**config.mk**
```make
export PLATFORM = sky130hd
export DESIGN_NAME = dssw_top
export DESIGN_NICKNAME = d
export VERILOG_FILES = /design/src/include/dssw_pkg.sv /design/src/rtl/dssw_sync.sv /design/src/rtl/dssw_top.sv
export VERILOG_INCLUDE_DIRS = /design/src /design/src/include
export SDC_FILE = /design/constraint.sdc
export NUM_CORES = 1
export LEC_CHECK = 0
export ABC_AREA = 1
export ABC_CLOCK_PERIOD_IN_PS = 2600
export BUFFER_PORTS_ARGS = -buffer_cell sky130_fd_sc_hd__buf_2
export CORE_MARGIN = 4
export CORE_UTILIZATION = 40
export CTS_CLUSTER_DIAMETER = 60
export DETAILED_ROUTE_END_ITERATION = 12
export SETUP_SLACK_MARGIN = 0.05
export SLEW_MARGIN = 20
export SYNTH_ARGS = -nofsm -noshare
export SYNTH_HDL_FRONTEND = slang
export SYNTH_HIERARCHICAL = 1
export SYNTH_SLANG_ARGS = --single-unit
```
**constraint.sdc**
```tcl
create_clock -name clk -period 2.6 [get_ports clk]
set_input_delay 0.39 -clock clk [delete_from_list [all_inputs] [get_ports clk]]
set_output_delay 0.39 -clock clk [all_outputs]
set_load 0.005 [all_outputs]
```
**src/include/dssw_defs.svh**
```systemverilog
// Timing, encoding and width constants of the supply supervisor
`ifndef DSSW_DEFS_SVH
`define DSSW_DEFS_SVH

// Clock rate and the base tick that all long timeouts count in
`define DSSW_CLK_KHZ        20000
`define DSSW_TICK_MS        1
`define DSSW_TICK_CYC       (`DSSW_TICK_MS * `DSSW_CLK_KHZ)
`define DSSW_TICK_W         15

// Reset hold choices in milliseconds
`define DSSW_HOLD_T0_MS     11'd50
`define DSSW_HOLD_T1_MS     11'd200
`define DSSW_HOLD_T2_MS     11'd400
`define DSSW_HOLD_T3_MS     11'd800

// Watchdog interval choices in milliseconds
`define DSSW_WDT_T0_MS      11'd25
`define DSSW_WDT_T1_MS      11'd200
`define DSSW_WDT_T2_MS      11'd1400

// Manual reset input must be stable this long before it is believed
`define DSSW_DEBOUNCE_MS    11'd10

// Millisecond counter width and its zero and one
`define DSSW_MS_W           11
`define DSSW_MS_ZERO        11'h000
`define DSSW_MS_ONE         11'h001

// Select encodings
`define DSSW_SEL_0          2'h0
`define DSSW_SEL_1          2'h1
`define DSSW_SEL_2          2'h2
`define DSSW_SEL_OFF        2'h3

// Reset value of the interval select before the stored value is loaded
`define DSSW_WDT_SEL_RST    2'h3

`endif

```
**src/include/dssw_pkg.sv**
```systemverilog
// Types shared by the supply supervisor modules
package dssw_pkg;

    // Pin inputs after synchronisation, carried together
    typedef struct packed {
        logic primary_low;
        logic supply2_low;
        logic below_batt;
        logic mr_n;
        logic scl;
        logic sda;
    } dssw_pins_s;

    typedef enum logic [1:0] {
        DSSW_RST_ACTIVE,
        DSSW_RST_HOLD,
        DSSW_RST_IDLE
    } dssw_rst_e;

    typedef enum logic [1:0] {
        DSSW_KICK_IDLE,
        DSSW_KICK_STARTED,
        DSSW_KICK_CLOCKED
    } dssw_kick_e;

endpackage

```
**src/rtl/dssw_sync.sv**
```systemverilog
// Two-flop synchroniser for a vector of pin inputs
`timescale 1ns/10ps
module dssw_sync #(
    parameter int          W       = 1,
    parameter logic [W-1:0] RST_VAL = '0
) (
    input  wire logic         clk,
    input  wire logic         rst,
    input  wire logic [W-1:0] din,
    output logic      [W-1:0] dout
);
    logic [W-1:0] meta_q;

    // First stage feeds only the second
    always_ff @(posedge clk) begin
        if (rst) begin
            meta_q <= RST_VAL;
            dout   <= RST_VAL;
        end else begin
            meta_q <= din;
            dout   <= meta_q;
        end
    end
endmodule // dssw_sync

```
**src/rtl/dssw_top.sv**
```systemverilog
// Supply supervisor: system reset, watchdog, supply flags and backup switch
`timescale 1ns/10ps
`include "dssw_defs.svh"
module dssw_top
    import dssw_pkg::*;
#(
    parameter bit RST_ACTIVE_HIGH = 1'b1,
    parameter int TICK_CYC        = `DSSW_TICK_CYC
) (
    input  wire logic       clk,
    input  wire logic       rst,
    input  wire logic       primary_low,
    input  wire logic       supply2_low,
    input  wire logic       primary_below_batt,
    input  wire logic       manual_reset_n,
    input  wire logic       scl_in,
    input  wire logic       sda_in,
    input  wire logic [1:0] hold_sel,
    input  wire logic [1:0] wdt_sel_nv,
    input  wire logic       wdt_sel_wr,
    input  wire logic [1:0] wdt_sel_wdata,
    output logic            system_reset_out,
    output logic            watchdog_out_n_o,
    output logic            watchdog_out_n_oe,
    output logic            early_low_supply_n_o,
    output logic            early_low_supply_n_oe,
    output logic            supply2_fail_n_o,
    output logic            supply2_fail_n_oe,
    output logic            backup_source_active,
    output logic [1:0]      wdt_sel_store
);
    localparam logic [`DSSW_TICK_W-1:0] TICK_LAST = `DSSW_TICK_W'(TICK_CYC - 1);
    // Manual reset and both serial lines idle high, so no false edge follows reset
    localparam logic [5:0]              PIN_RST   = 6'h07;

    // Synchronised pins
    logic [5:0]  pins_raw;
    logic [5:0]  pins_vec;
    dssw_pins_s  pins;

    assign pins_raw = {primary_low, supply2_low, primary_below_batt,
                       manual_reset_n, scl_in, sda_in};

    dssw_sync #(
        .W       (6),
        .RST_VAL (PIN_RST)
    ) u_sync (
        .clk  (clk),
        .rst  (rst),
        .din  (pins_raw),
        .dout (pins_vec)
    );

    assign pins = dssw_pins_s'(pins_vec);

    // Millisecond tick divider
    logic [`DSSW_TICK_W-1:0] tick_cnt_q;
    logic                    tick_q;
    wire                     tick_wrap = (tick_cnt_q == TICK_LAST);

    always_ff @(posedge clk) begin
        if (rst || tick_wrap) begin
            tick_cnt_q <= '0;
        end else begin
            tick_cnt_q <= tick_cnt_q + `DSSW_TICK_W'(1);
        end
        tick_q <= !rst && tick_wrap;
    end

    // Settings caught on the first cycle after power-on release
    logic       cfg_load_q;
    logic [1:0] hold_sel_q;
    logic [1:0] wdt_sel_q;

    always_ff @(posedge clk) begin
        if (rst) begin
            cfg_load_q <= 1'b1;
            hold_sel_q <= `DSSW_SEL_0;
            wdt_sel_q  <= `DSSW_WDT_SEL_RST;
        end else begin
            cfg_load_q <= 1'b0;
            if (cfg_load_q) begin
                hold_sel_q <= hold_sel;
                wdt_sel_q  <= wdt_sel_nv;
            end else if (wdt_sel_wr) begin
                wdt_sel_q  <= wdt_sel_wdata;
            end
        end
    end

    // Lookup of the selected times in milliseconds
    wire [`DSSW_MS_W-1:0] hold_ms =
        (hold_sel_q == `DSSW_SEL_0) ? `DSSW_HOLD_T0_MS :
        (hold_sel_q == `DSSW_SEL_1) ? `DSSW_HOLD_T1_MS :
        (hold_sel_q == `DSSW_SEL_2) ? `DSSW_HOLD_T2_MS :
                                      `DSSW_HOLD_T3_MS;
    wire [`DSSW_MS_W-1:0] wdt_ms =
        (wdt_sel_q == `DSSW_SEL_0) ? `DSSW_WDT_T0_MS :
        (wdt_sel_q == `DSSW_SEL_1) ? `DSSW_WDT_T1_MS :
                                     `DSSW_WDT_T2_MS;
    wire wdt_enabled = (wdt_sel_q != `DSSW_SEL_OFF);

    // Manual reset debounce: the input must sit still for the debounce time
    logic                 mr_last_q;
    logic                 mr_db_n_q;
    logic [`DSSW_MS_W-1:0] db_cnt_q;
    wire                  mr_moved  = (pins.mr_n != mr_last_q);
    wire                  db_done   = (db_cnt_q >= `DSSW_DEBOUNCE_MS);

    always_ff @(posedge clk) begin
        if (rst) begin
            mr_last_q <= 1'b1;
            mr_db_n_q <= 1'b1;
            db_cnt_q  <= `DSSW_MS_ZERO;
        end else begin
            mr_last_q <= pins.mr_n;
            if (mr_moved) begin
                db_cnt_q <= `DSSW_MS_ZERO;
            end else if (db_done) begin
                mr_db_n_q <= mr_last_q;
            end else if (tick_q) begin
                db_cnt_q <= db_cnt_q + `DSSW_MS_ONE;
            end
        end
    end

    // Reset sequencer; one extra tick covers the free-running tick phase, never a short hold
    dssw_rst_e            rst_st_q;
    dssw_rst_e            rst_st_d;
    logic [`DSSW_MS_W-1:0] hold_cnt_q;
    wire                  rst_cause = pins.primary_low || !mr_db_n_q;
    wire                  hold_done = (hold_cnt_q > hold_ms);

    always_comb begin
        rst_st_d = rst_st_q;
        case (rst_st_q)
            DSSW_RST_ACTIVE: begin
                if (!rst_cause) begin
                    rst_st_d = DSSW_RST_HOLD;
                end
            end
            DSSW_RST_HOLD: begin
                if (rst_cause) begin
                    rst_st_d = DSSW_RST_ACTIVE;
                end else if (hold_done) begin
                    rst_st_d = DSSW_RST_IDLE;
                end
            end
            DSSW_RST_IDLE: begin
                if (rst_cause) begin
                    rst_st_d = DSSW_RST_ACTIVE;
                end
            end
            default: begin
                rst_st_d = DSSW_RST_ACTIVE;
            end
        endcase
    end

    always_ff @(posedge clk) begin
        if (rst) begin
            rst_st_q <= DSSW_RST_ACTIVE;
        end else begin
            rst_st_q <= rst_st_d;
        end
    end

    // Hold time restarts from zero whenever a cause is present
    always_ff @(posedge clk) begin
        if (rst || rst_st_q != DSSW_RST_HOLD) begin
            hold_cnt_q <= `DSSW_MS_ZERO;
        end else if (tick_q && !hold_done) begin
            hold_cnt_q <= hold_cnt_q + `DSSW_MS_ONE;
        end
    end

    wire sys_rst_on = (rst_st_d != DSSW_RST_IDLE);

    // Watchdog restart detection on the serial lines
    dssw_kick_e kick_st_q;
    dssw_kick_e kick_st_d;
    logic       scl_last_q;
    logic       sda_last_q;
    wire        sda_fall = sda_last_q && !pins.sda;
    wire        sda_rise = !sda_last_q && pins.sda;
    wire        scl_fall = scl_last_q && !pins.scl;
    wire        bus_stop = sda_rise && pins.scl && scl_last_q;
    wire        kick     = (kick_st_q == DSSW_KICK_CLOCKED) && bus_stop;

    always_comb begin
        kick_st_d = kick_st_q;
        case (kick_st_q)
            DSSW_KICK_IDLE: begin
                if (sda_fall) begin
                    kick_st_d = DSSW_KICK_STARTED;
                end
            end
            DSSW_KICK_STARTED: begin
                if (scl_fall) begin
                    kick_st_d = DSSW_KICK_CLOCKED;
                end
            end
            DSSW_KICK_CLOCKED: begin
                if (bus_stop) begin
                    kick_st_d = DSSW_KICK_IDLE;
                end
            end
            default: begin
                kick_st_d = DSSW_KICK_IDLE;
            end
        endcase
    end

    always_ff @(posedge clk) begin
        if (rst) begin
            kick_st_q  <= DSSW_KICK_IDLE;
            scl_last_q <= 1'b1;
            sda_last_q <= 1'b1;
        end else begin
            kick_st_q  <= kick_st_d;
            scl_last_q <= pins.scl;
            sda_last_q <= pins.sda;
        end
    end

    // Watchdog counter; idle while disabled or while the host is held in reset
    // Counting one tick past the interval keeps a timeout from firing early
    logic [`DSSW_MS_W-1:0] wdt_cnt_q;
    logic                 wdt_fired_q;
    wire                  wdt_hold  = !wdt_enabled || sys_rst_on;
    wire                  wdt_limit = (wdt_cnt_q > wdt_ms);

    always_ff @(posedge clk) begin
        if (rst || wdt_hold || kick) begin
            wdt_cnt_q <= `DSSW_MS_ZERO;
        end else if (tick_q && !wdt_limit) begin
            wdt_cnt_q <= wdt_cnt_q + `DSSW_MS_ONE;
        end
    end

    // Timeout stays active until the next restart, until the host is held in reset, or until the watchdog is switched off
    always_ff @(posedge clk) begin
        if (rst || wdt_hold || kick) begin
            wdt_fired_q <= 1'b0;
        end else if (wdt_limit) begin
            wdt_fired_q <= 1'b1;
        end
    end

    // Registered pin drivers; open-drain data bits are always low
    always_ff @(posedge clk) begin
        if (rst) begin
            system_reset_out      <= RST_ACTIVE_HIGH;
            watchdog_out_n_oe     <= 1'b0;
            early_low_supply_n_oe <= 1'b0;
            supply2_fail_n_oe     <= 1'b0;
            backup_source_active  <= 1'b0;
        end else begin
            system_reset_out      <= sys_rst_on ~^ RST_ACTIVE_HIGH;
            watchdog_out_n_oe     <= wdt_fired_q && wdt_enabled;
            early_low_supply_n_oe <= pins.primary_low;
            supply2_fail_n_oe     <= pins.supply2_low;
            backup_source_active  <= pins.primary_low && pins.below_batt;
        end
        watchdog_out_n_o     <= 1'b0;
        early_low_supply_n_o <= 1'b0;
        supply2_fail_n_o     <= 1'b0;
    end

    // Value presented to the nonvolatile cell for storage
    always_ff @(posedge clk) begin
        if (rst) begin
            wdt_sel_store <= `DSSW_WDT_SEL_RST;
        end else begin
            wdt_sel_store <= wdt_sel_q;
        end
    end
endmodule // dssw_top

```
---- After elaboration in Yosys (flattened, before gate mapping) ----
Index checks and enable logic that the tools add are counted.
storage, ports and cells
  flip-flop bits (word level) ............. 82
  latch bits .............................. 0
  RAM bits ................................ 0
  memory bits (read-only) ................. 0
  bits of input ports ..................... 15
  memories ................................ 0
cells by class
  $add $sub $neg .......................... 4
  $mul .................................... 0
  divide/modulo/power cells ............... 0
  $lt $le $gt $ge ......................... 3
  equality and inequality tests ........... 15
  shifts and indexed selects .............. 0
  muxes and demuxes ....................... 17
  bitwise operators ....................... 2
  reductions and logical operators ........ 34
operators with widths
  cell                   number
  $add 11x1->11 const B  3
  $mux 10                3
  $mux 11                2
  $mux 2                 9
  $add 15x1->15 const B  1
  $eq 15x15->1 const B   1
  $pmux 2 s3             2
  $ge 11x4->1 const B    1
  $gt 11x10->1           1
  $gt 11x11->1           1
  $logic_and 1x1->1      11
  $ne 2x2->1 const B     5
  $eq 2x1->1 const B     4
  $logic_not 1->1        8
  $logic_not 2->1        4
  $eq 2x2->1 const B     3
  $logic_or 1x1->1       6
  $reduce_and 2->1       2
  $reduce_and 3->1       1
  $ne 2x1->1 const B     1
  $not 1->1              2
  $reduce_bool 2->1      1
  $reduce_or 2->1        1
  $mux 1                 1
  $ne 1x1->1             1

---- Longest topological paths before layout ----
Gate-level depths: netlist of run 1.
  word-level depth ........................ 12
  mapped depth ............................ 15

---- By module ----
Netlist of run 1, hierarchy kept.
modules (own cells, without submodules)
  module     times used  cells an instance  area an instance (sq um)  seq. area each (sq um)
  dssw_top   1           516                3711.1                    1401.3
  dssw_sync  1           37                 334.1                     240.2

---- Worst setup path after synthesis of run 1 ----
Ideal clock, no wire load.
  path type ............................... register to register
  start point ............................. reg hold_sel_q[0]
  end point ............................... reg rst_st_q[0]
  setup time .............................. 0.116 ns
  arrival time ............................ 2.021 ns
  data required time ...................... 2.484 ns
  slack ................................... 0.462 ns
  cell stages (with the launch flop) ...... 13
  path buffers ............................ 1
  period minus slack after synthesis ...... 2.138 ns
  cell sequence ........................... dfxtp_1 -> inv_1 -> ha_1 -> or2_2 -> ha_1 -> nand2_1 -> nor2_2 -> nand3_1 -> nand3_2 -> nand2_1 -> buf_4 -> o211ai_1 -> inv_1
between the ends
  cells in the longest elaborated chain, start to end .. 8
RTL lines
  what                             RTL line         source
  start, declared                  dssw_top.sv:72   logic [1:0] hold_sel_q;
  start signal, assigned           dssw_top.sv:78   hold_sel_q <= `DSSW_SEL_0;
  start signal, assigned           dssw_top.sv:83   hold_sel_q <= hold_sel;
  $eq 2x2->1 (no line)             n/a
  $mux 10 (no line) (2 in series)  n/a
  $mux 10 (no line) (*)            n/a
  $gt 11x10->1 (*)                 dssw_top.sv:132  wire hold_done = (hold_cnt_q > hold_ms);
  $mux 2 (*)                       dssw_top.sv:145  end else if (hold_done) begin
  $mux 2 (*)                       dssw_top.sv:143  if (rst_cause) begin
  $pmux 2 s3 (*)                   dssw_top.sv:136  case (rst_st_q)
  end signal, assigned             dssw_top.sv:164  rst_st_q <= rst_st_d;
  end, declared                    dssw_top.sv:128  dssw_rst_e rst_st_q;
Mark *: on every way between the ends. The rest lies on a longest branch, timed or not.
A chain may end at the register's enable or synchronous reset.

---- Final worst setup path of run 1 ----
  start point ............................. reg hold_sel_q[0]
  end point ............................... reg hold_cnt_q[9]
between the ends
  cells in the longest elaborated chain, start to end .. 7
RTL lines
  what                             RTL line         source
  $eq 2x2->1 (no line)             n/a
  $mux 10 (no line) (2 in series)  n/a
  $mux 10 (no line) (*)            n/a
  $gt 11x10->1 (*)                 dssw_top.sv:132
  $logic_not 1->1 (*)              dssw_top.sv:172  end else if (tick_q && !hold_done) begin
  $logic_and 1x1->1 (*)            dssw_top.sv:172
  end signal, assigned             dssw_top.sv:171  hold_cnt_q <= `DSSW_MS_ZERO;
  end signal, assigned             dssw_top.sv:173  hold_cnt_q <= hold_cnt_q + `DSSW_MS_ONE;
  end, declared                    dssw_top.sv:130  logic [`DSSW_MS_W-1:0] hold_cnt_q;
Marked as above.

==> impl_metrics.yaml, run 1 <==
logic_synthesis:
  synth.distinct_cells: 31
  synth_top_area_frac: 0.4058
  yosysTopAreaCell: "dfxtp_1"
  yosysSeqAreaShare: 0.4058
  synth.area.top_cells: "dfxtp_1 (41%), nand2_1 (10%), inv_1 (7.8%)"
  ys_seq_elements: 82
  syn_area_um2: 4045
  syn_avg_cell_area_um2: 7.315
  synthCells: 553
  yosysWarnings: 6
critical_path:
  critPathKind: "register to register"
  path_delay_family: "simple AND/OR/NAND/NOR gates"
  cp.arrival_ns: 2.59
  slowest_delay_ns: 0.42
  crit_fanout: 7
  cp_cell_sequence: "inv_1 > ha_1 > or2_2 > ha_1 > nand2_1 > inv_1 > a21oi_1 > nand3_2 > nand2_2 > buf_4 > nand3_1 > a21oi_1"
  crit_buf_inv: 3
  crit_path_end_kind: "register"
  critical_path.slowest_cell: "dfxtp_1"
  r2r_start: "hold_sel_q[0]$_SDFFE_PP0P_"
  worstSetupStartpoint: "hold_sel_q[0]$_SDFFE_PP0P_"
  required_ns: 2.88
  start_kind: "register"
timing:
  fin_crit_sh: 0.8866
  fin_hold_ws_ns: 0.2141
  rsz0062_at_grt: "yes"
  slew_viol_final: 0
  finalSetupViolCount: 0
  finalHoldViolations: 0
  fin_skew_ns: 0.01192
  post-route-min-period_ns: 2.305
  fin_tns_setup_ns: 0
  clock.fmax_ghz: 0.4338
clocking:
  clk_latency_ns: 0.35
  cts_sinks: 82
  root_buffer: "clkbuf_8"
  cts_tree: "done"
  htreeDepth: 3
  cts_buffers: 9
  post-cts-setup-buffer-count: 0
  clockBufferDepth: 2
  path_clk_slew_ns: 0.09
final_layout:
  postLayoutCellArea_um2: 4453
  final_cell_count_no_fill: 714
  nets: 615
  drive_above_1_share: 0.1343
  diodes: 0
  area_growth_pct: 10.08
route:
  drt.antenna.violating_nets: 0
  initialDrtViolationCount: 102
  vias: 3334
  via_per_inst: 4.669
  wl_per_cell_um: 10.56
  drc: 0
  first_pass_iters: 4
  drt-total-wl_um: 7543
power:
  leakage_nw: 1.913
  power.density_nw_per_um2: 521.0
  ir_drop_mv: 0.3667
  finalPower_w: 0.002320
worst_hold_path:
  hp-class: "input port to register"
  hp-start: "scl_in"
run:
  drv_cap: 0
grt:
  grt_use_met2: 0.2476
  grt_overflow_total: 0
  grt_pass1_wl_um: 13930
  busiest_layer: "met2"
  grt_antenna_before_repair: 0
  grt_max_degree: 25
  track_usage: 0.1447
  use_met1: 0.1790
  use_met3: 0.03463
  grt_pass1_vias: 3328
die:
  die-width_um: 108.6
  core_area_um2: 9819
  initial_core_util: 0.4120
  dieArea_um2: 11790
  die_h_um: 108.6
  num_io_pins: 25
  num_rows: 36
placed_design:
  dp.cells: 698
  gp_congestion: 0.8412
  dpl_cell_area_um2: 4257
  port_buffers: 21
  dp_hpwl_um: 5775
run_status:
  status: "finished, final reports clean"
-- flip-flops by register name, indices dropped and copies added (netlist names) --
name	count
backup_source_active	1
cfg_load_q	1
db_cnt_q	11
early_low_supply_n_oe	1
hold_cnt_q	11
hold_sel_q	2
kick_st_q	2
mr_db_n_q	1
mr_last_q	1
rst_st_q	2
scl_last_q	1
sda_last_q	1
supply2_fail_n_oe	1
system_reset_out	1
tick_cnt_q	15
tick_q	1
u_sync/dout	6
u_sync/meta_q	6
watchdog_out_n_oe	1
wdt_cnt_q	11
wdt_fired_q	1
wdt_sel_q	2
wdt_sel_store	2
-- cell type report --
| cell class | count | area, um^2 |
|---|---|---|
| Inverter | 88 | 330.3 |
| Fill cell | 1078 | 5366 |
| Clock buffer | 11 | 141.4 |
| Multi-Input combinational cell | 371 | 2001 |
| Timing Repair Buffer | 24 | 127.6 |
| Tap cell | 133 | 166.4 |
| Sequential cell | 82 | 1642 |
| Clock inverter | 5 | 45.04 |
-- worst min-delay path, cell delays in order --
cell and delay, ns:
buf_2 0.07, inv_1 0.03, nand2_1 0.04
-- synthesized netlist by cell type --
library cell,instances
nand3_1,41
nor2_4,1
nand4_1,12
or2_0,1
or2_2,4
nor3_4,1
o211ai_1,1
nor2_2,8
xnor2_1,6
a21oi_1,36
nor3_2,2
o21ai_0,12
conb_1,1
xor2_1,12
inv_1,84
nor3b_1,1
nor3_1,11
nand2_2,14
nand3_2,4
ha_1,24
nand3b_1,2
dfxtp_1,82
clkbuf_1,2
buf_2,3
buf_6,1
nor2_1,63
inv_2,4
nor4_1,1
nand2_1,111
buf_4,7
buf_1,1
-- final timing paths --
path	end	slack (ns)	cells after the start
setup / recovery	hold_cnt_q[9]$_SDFFE_PP0P_	0.29	12
hold / removal	u_sync/meta_q[1]$_SDFF_PP1_	0.21	3
setup reg to reg	hold_cnt_q[9]$_SDFFE_PP0P_	0.29	12
hold reg to reg	u_sync/dout[3]$_SDFF_PP0_	0.41	2
-- cells in the final DEF, fill, tap and decap left out --
cell type   count
a21oi_1        36
buf_2          21
buf_4           3
clkbuf_1        1
clkbuf_8       10
clkinv_4        1
clkinvlp_4      1
conb_1          3
dfxtp_1        82
ha_1           24
inv_1          84
inv_2           4
inv_6           2
inv_8           1
nand2_1       110
nand2_2        15
nand3_1        41
nand3_2         3
nand3_4         1
nand3b_1        2
nand4_1        12
nor2_1         63
nor2_2          8
nor2_4          1
nor3_1         11
nor3_2          2
nor3_4          1
nor3b_1         1
nor4_1          1
o211ai_1        1
o21ai_0        12
or2_0           1
or2_2           4
xnor2_1         6
xor2_1         12
-- logic make-up after synthesis --
| family | after synthesis | share of synthesized area |
|---|---|---|
| AOI/OAI and AO/OA | 49 | 0.06124 |
| xor gates and xnor gates | 18 | 0.03897 |
| adders and majority gates | 24 | 0.07423 |
| buffers and inverters | 102 | 0.1039 |
| DFF | 82 | 0.4058 |
| other | 1 | 0.0009270 |
| and+or+nand+nor | 277 | 0.3149 |
-- where the power goes --
part | internal, W | total [W] | switching (W)
Combinational | 0.0000528 | 0.000146 | 0.0000930
Clock | 0.000389 | 0.000871 | 0.000483
Sequential | 0.00128 | 0.00130 | 0.0000180
-- metal layers --
metal  share of wire  vias up
li1                -     1770
met1            0.47     1503
met2            0.48       49
met3           0.032       12
met4           0.013        0
met5               0        -
-- stage by stage --
step                  util  setup WS, ns
floorplan                -        0.4624
global placement    0.4335        0.3216
detailed placement  0.4335        0.2208
CTS                 0.4525        0.1935
global route        0.4535       0.03394
finish              0.4535        0.2949
-- what timing repair did --
| item | 4_1_cts | 5_1_grt |
|---|---|---|
| gates resized for setup | 0 | 2 |
| setup endpoints to repair | 0 | 22 |
| hold buffers | 0 | 0 |
Power figures use the tool's default switching activity.
==> run 2: changes to the inputs <==
Settings changed: ABC_AREA 1 to unset, PLACE_DENSITY_LB_ADDON set to 0.08, REMOVE_ABC_BUFFERS set to 1.
==> impl_metrics.yaml, run 2 <==
route:
  vias: 2761
  initialDrtViolationCount: 74
  via_per_inst: 5.085
  drt.antenna.violating_nets: 0
  first_pass_iters: 4
  drc: 0
  wl_per_cell_um: 13.05
  drt-total-wl_um: 7087
logic_synthesis:
  syn_area_um2: 3714
  synth_edf_count: 0
  yosys.area_share.simple: 0.2449
  synth_compound_area_frac: 0.1051
  synth_top_family_by_area: "simple AND/OR/NAND/NOR gates"
  yosysMostFrequentCell: "dfxtp_1"
  synth_commonest_cells: "dfxtp_1 (82), nor2_1 (32), nand2_1 (27)"
  synth_xor_area_frac: 0.03774
  yosysSeqAreaShare: 0.4420
  synthCells: 398
  synth.distinct_cells: 52
  synth-adder-area-share: 0.08086
  ys_seq_elements: 82
  synth_top_area_frac: 0.4420
  synth.area.top_cells: "dfxtp_1 (44%), ha_1 (8.1%), mux2i_1 (4.0%)"
  yosysTopAreaCell: "dfxtp_1"
  synth_ff_type: "dfxtp_1"
  syn_avg_cell_area_um2: 9.331
  yosysWarnings: 6
  synthArstFlopShare: 0
  synthMuxAreaShare: 0.04346
critical_path:
  cp_cell_sequence: "inv_4 > ha_4 > or2_4 > ha_4 > a21o_1 > a211oi_2 > o2111ai_2 > a2111oi_2 > buf_4 > mux2i_1"
  critical_path.slowest_cell: "dfxtp_2"
  slowest_delay_ns: 0.36
  crit_fanout: 3
  start_kind: "register"
  crit_path_end_kind: "register"
  rrSetupSlack_ns: 0.14
  required_ns: 2.87
  cp.arrival_ns: 2.73
  crit_top_cell: "ha_4"
  critPathKind: "register to register"
  crit_buf_inv: 2
  path_delay_family: "compound AO/OA/AOI/OAI gates"
final_layout:
  largest-register: "tick_cnt_q"
  drive_above_1_share: 0.2000
  area_growth_pct: 16.34
  final_cell_count_no_fill: 543
  nets: 469
  final_cell_mix: "dfxtp_1 (79), nor2_1 (32), nand2_1 (26)"
  fillers: 875
  layout_commonest_cell: "dfxtp_1"
  largest_reg_flops: 15
  diodes: 0
timing:
  fin_crit_sh: 0.9461
  rsz0062_at_grt: "yes"
  fin_skew_ns: 0.01301
  tightest_slew_ns: 1.039
  finalSetupViolCount: 0
  relSlewSlack: 0.3063
  post-route-min-period_ns: 2.460
  fin_hold_ws_ns: 0.2015
  slew_viol_final: 0
  clock.fmax_ghz: 0.4065
  finalHoldViolations: 0
grt:
  grt_max_degree: 24
  grt_overflow_total: 0
  track_usage: 0.1317
  grt_pass1_vias: 2598
  grt_antenna_before_repair: 0
  grt_pass1_wl_um: 11900
power:
  ir_drop_mv: 0.3402
  finalPower_w: 0.002333
  leakage_nw: 1.669
  power.density_nw_per_um2: 539.9
die:
  die_h_um: 104.4
  core_area_um2: 8891
  initial_core_util: 0.4177
  die-width_um: 104.4
  num_io_pins: 25
  num_rows: 34
  dieArea_um2: 10890
clocking:
  root_buffer: "clkbuf_8"
  htreeDepth: 3
  clockBufferDepth: 2
  cts_tree: "done"
  clk_latency_ns: 0.35
  cts_buffers: 9
  cts_sinks: 82
  path_clk_slew_ns: 0.10
worst_hold_path:
  hp-class: "input port to register"
run_status:
  status: "finished, final reports clean"
placed_design:
  dp_hpwl_um: 4865
  dp.cells: 523
  gp_congestion: 0.7847
  port_buffers: 21
run:
  drv_cap: 0
## run 2: cell types whose count changed after synthesis, moves of 9 or more
| cell | before | now |
|---|---|---|
| nand2_1 | 111 | 27 |
| inv_1 | 84 | 17 |
| nand3_1 | 41 | 10 |
| nor2_1 | 63 | 32 |
| a21oi_1 | 36 | 11 |
| mux2i_1 | 0 | 15 |
| nand2b_1 | 0 | 15 |
| a211oi_1 | 0 | 14 |
| nand2_2 | 14 | 0 |
| nor2b_1 | 0 | 11 |
| and2_1 | 0 | 9 |
## run 2: power by group
part	internal (W)	total, W	switching [W]
registers	0.00128	0.00129	0.0000154
clock network	0.000392	0.000887	0.000495
logic	0.0000687	0.000152	0.0000836
total	0.00174	0.00233	0.000594
## run 2: path summary, 6_finish.rpt
path                                                   from                           to  depth (start not counted)
worst min register to register  u_sync/meta_q[2]$_SDFF_PP1_    u_sync/dout[2]$_SDFF_PP1_                          1
worst max-delay path             hold_sel_q[1]$_SDFFE_PP0P_   hold_cnt_q[7]$_SDFFE_PP0P_                         10
worst max register to register   hold_sel_q[1]$_SDFFE_PP0P_   hold_cnt_q[7]$_SDFFE_PP0P_                         10
worst min-delay path                                 sda_in  u_sync/meta_q[0]$_SDFF_PP1_                          2
## run 2: cell families after synthesis
| group | after synthesis |
|---|---|
| AOI/OAI and AO/OA | 56 |
| xor gates and xnor gates | 16 |
| adders and majority gates | 24 |
| buffers and inverters | 35 |
| DFF | 82 |
| muxes | 16 |
| other | 1 |
| and+or+nand+nor | 168 |
## run 2: worst reg2reg max path: stages (launching register included)
cell and delay, ns:
dfxtp_2 0.36, inv_4 0.05, ha_4 0.14, or2_4 0.25, ha_4 0.21, a21o_1 0.16
a211oi_2 0.30, o2111ai_2 0.20, a2111oi_2 0.32, buf_4 0.18, mux2i_1 0.21
## run 2: layout make-up
type	count	area (um^2)	area share
sequential	82	1648	0.3814
tap	108	135.1	0.03128
inverter	17	66.31	0.01535
clock inverter	6	53.80	0.01245
timing repair buffer	37	237.7	0.05502
clock buffer	10	137.6	0.03186
multi-input combinational	283	2042	0.4726
## run 2: what timing repair did
item	CTS	global route
resized for setup	11	25
hold buffers	0	0
pin swaps	3	10
setup endpoints to repair	25	25
cloned	0	1
setup buffers	1	2
hold endpoints to repair	0	0
## run 2: through the flow
stage	utilization	TNS, ns	setup slack, ns	area [um^2]
6_report	0.4859	0	0.1401	4320
5_1_grt	0.4859	-0.009571	-0.009571	4320
4_1_cts	0.4724	0	0.05244	4200
3_3_place_gp	0.4450	-0.4018	-0.04712	3956
3_5_place_dp	0.4450	-1.687	-0.1545	3956
2_1_floorplan	-	-5.700	-0.4103	3618
## run 2: per-layer routing
layer  up-vias  GRT usage  wire, um
met1      1261     0.1751      3574
met3        11    0.04221       177
met2        28     0.2053      3215
met5         -          0         0
met4         0    0.03609       120
li1       1461          -         -
==> run 3: changes to the inputs <==
--- a/config.mk
+++ b/config.mk
@@ -14,3 +14,3 @@
 export DETAILED_ROUTE_END_ITERATION = 12
-export PLACE_DENSITY_LB_ADDON = 0.08
+export PLACE_DENSITY = 0.68
 export REMOVE_ABC_BUFFERS = 1
==> constraint.sdc (replaced) <==
create_clock -name clk -period 2.6 [get_ports clk]
set_input_delay 0.13 -clock clk [delete_from_list [all_inputs] [get_ports clk]]
set_output_delay 0.13 -clock clk [all_outputs]
set_load 0.005 [all_outputs]
==> impl_metrics.yaml, run 3 (synthesis results as in run 2) <==
critical_path:
  cp.arrival_ns: 2.76
  crit_fanout: 6
  rr_worst_depth: 9
  crit_path_end_kind: "register"
  critPathKind: "register to register"
  rrSetupSlack_ns: 0.14
  r2r_start: "hold_sel_q[1]$_SDFFE_PP0P_"
  start_kind: "register"
  r2r-end: "hold_cnt_q[10]$_SDFFE_PP0P_"
  required_ns: 2.91
worst_hold_path:
  hp-start: "wdt_sel_nv[1]"
  holdPathEnd: "wdt_sel_q[1]$_SDFFE_PP1P_"
  hp-class: "input port to register"
  hold_depth: 3
power:
  finalPower_w: 0.002414
  power.density_nw_per_um2: 551.3
  ir_drop_mv: 0.2440
  leakage_nw: 1.691
final_layout:
  final_cell_mix: "dfxtp_1 (78), nor2_1 (31), nand2_1 (26)"
  drive_above_1_share: 0.1791
  largest-register: "tick_cnt_q"
  diodes: 0
  final_cell_count_no_fill: 549
  fin_util: 0.4925
  nets: 475
  largest_reg_flops: 15
  layout_commonest_cell: "dfxtp_1"
  area_growth_pct: 17.92
grt:
  grt_use_met2: 0.2403
  track_usage: 0.1371
  busiest_layer: "met2"
  grt_pass1_wl_um: 12360
  use_met3: 0.03786
  use_met1: 0.1566
  grt_pass1_vias: 2821
  grt_overflow_total: 0
  grt_max_degree: 39
  grt_antenna_before_repair: 0
die:
  initial_core_util: 0.4177
  die_h_um: 104.4
  dieArea_um2: 10890
  num_io_pins: 25
  core_area_um2: 8891
  die-width_um: 104.4
  num_rows: 34
timing:
  fin_crit_sh: 0.9444
  fin_skew_ns: 0.009916
  tightest_slew_ns: 0.6180
  relSlewSlack: 0.5880
  post-route-min-period_ns: 2.455
  finalHoldViolations: 0
  finalSetupViolCount: 0
  rsz0062_at_grt: "no"
  slew_viol_final: 0
  clock.fmax_ghz: 0.4073
clocking:
  clk_latency_ns: 0.35
  cts_sinks: 82
  clockBufferDepth: 2
  path_clk_slew_ns: 0.09
  cts_buffers: 9
  post-cts-setup-buffer-count: 0
  htreeDepth: 3
  root_buffer: "clkbuf_8"
  cts_tree: "done"
route:
  vias: 2885
  first_pass_iters: 4
  initialDrtViolationCount: 89
  drc: 0
  drt.antenna.violating_nets: 0
  drt-total-wl_um: 7250
  wl_per_cell_um: 13.21
  via_per_inst: 5.255
placed_design:
  dp_hpwl_um: 4800
  dp.cells: 522
  port_buffers: 21
  gp_congestion: 0.7568
run_status:
  status: "finished, final reports clean"
run:
  drv_cap: 0
run 3: changes by cell type in the layout (fill, tap and decap cells not counted), sizes merged:
cell	previous run	this run
bufinv	0	1
buf	37	35
dlygate4sd3	0	8
clkinvlp	1	2
inv	21	19
run 3: power by group:
part           switching (W)  internal (W)  total (W)
registers          0.0000161       0.00128    0.00129
logic              0.0000890     0.0000737   0.000163
clock network       0.000480      0.000478   0.000958
run 3: area by class of cell:
class | count | area, um^2
timing repair buffer | 43 | 300.3
sequential | 82 | 1652
inverter | 17 | 63.81
clock buffer | 10 | 137.6
clock inverter | 6 | 71.32
fill | 819 | 4512
tap | 108 | 135.1
multi-input combinational | 283 | 2019
run 3: layer usage:
layer	share of wire	up-vias
met5	0	-
met4	0.016	0
met3	0.040	10
met2	0.50	48
met1	0.45	1361
li1	-	1466
run 3: worst max-delay path by stage:
| stage | cells past startpoint | endpoint | slack (ns) | startpoint |
|---|---|---|---|---|
| 2_1_floorplan | 9 | wdt_fired_q$_SDFFE_PP0P_ | -0.41 | hold_sel_q[0]$_SDFFE_PP0P_ |
| 3_3_place_gp | 9 | hold_cnt_q[7]$_SDFFE_PP0P_ | 0.01 | hold_sel_q[0]$_SDFFE_PP0P_ |
| 3_5_place_dp | 10 | hold_cnt_q[10]$_SDFFE_PP0P_ | -0.18 | hold_sel_q[0]$_SDFFE_PP0P_ |
| 4_1_cts | 10 | hold_cnt_q[10]$_SDFFE_PP0P_ | 0.01 | hold_sel_q[1]$_SDFFE_PP0P_ |
| 5_1_grt | 9 | hold_cnt_q[10]$_SDFFE_PP0P_ | 0.03 | hold_sel_q[1]$_SDFFE_PP0P_ |
| 6_report | 9 | hold_cnt_q[10]$_SDFFE_PP0P_ | 0.14 | hold_sel_q[1]$_SDFFE_PP0P_ |
run 3: repair_timing:
item,4_1_cts,5_1_grt
hold buffers,8,0
gates resized for setup,15,21
pin swaps,0,5
endpoints found under the setup margin,25,26
gates cloned,1,2
endpoints found under the hold margin,8,0
run 3: critical path, cell delays in order, from the launching register on:
cell	delay, ns
dfxtp_2	0.33
inv_1	0.10
ha_2	0.29
ha_1	0.30
nand4_1	0.17
nor4b_2	0.31
mux2i_1	0.17
buf_4	0.22
a2111oi_4	0.36
o21a_1	0.14
run 3: per-stage QoR:
step | setup TNS, ns | hold WS, ns | instance area (um^2) | worst slack [ns]
after floorplan | -5.700 | 0.1577 | 3618 | -0.4103
after global placement | 0 | 0.3080 | 3941 | 0.009569
after detailed placement | -1.613 | 0.3162 | 3941 | -0.1808
after CTS | 0 | 0.007442 | 4284 | 0.01093
after global routing | 0 | 0.01215 | 4379 | 0.02959
final | 0 | 0.01862 | 4379 | 0.1447
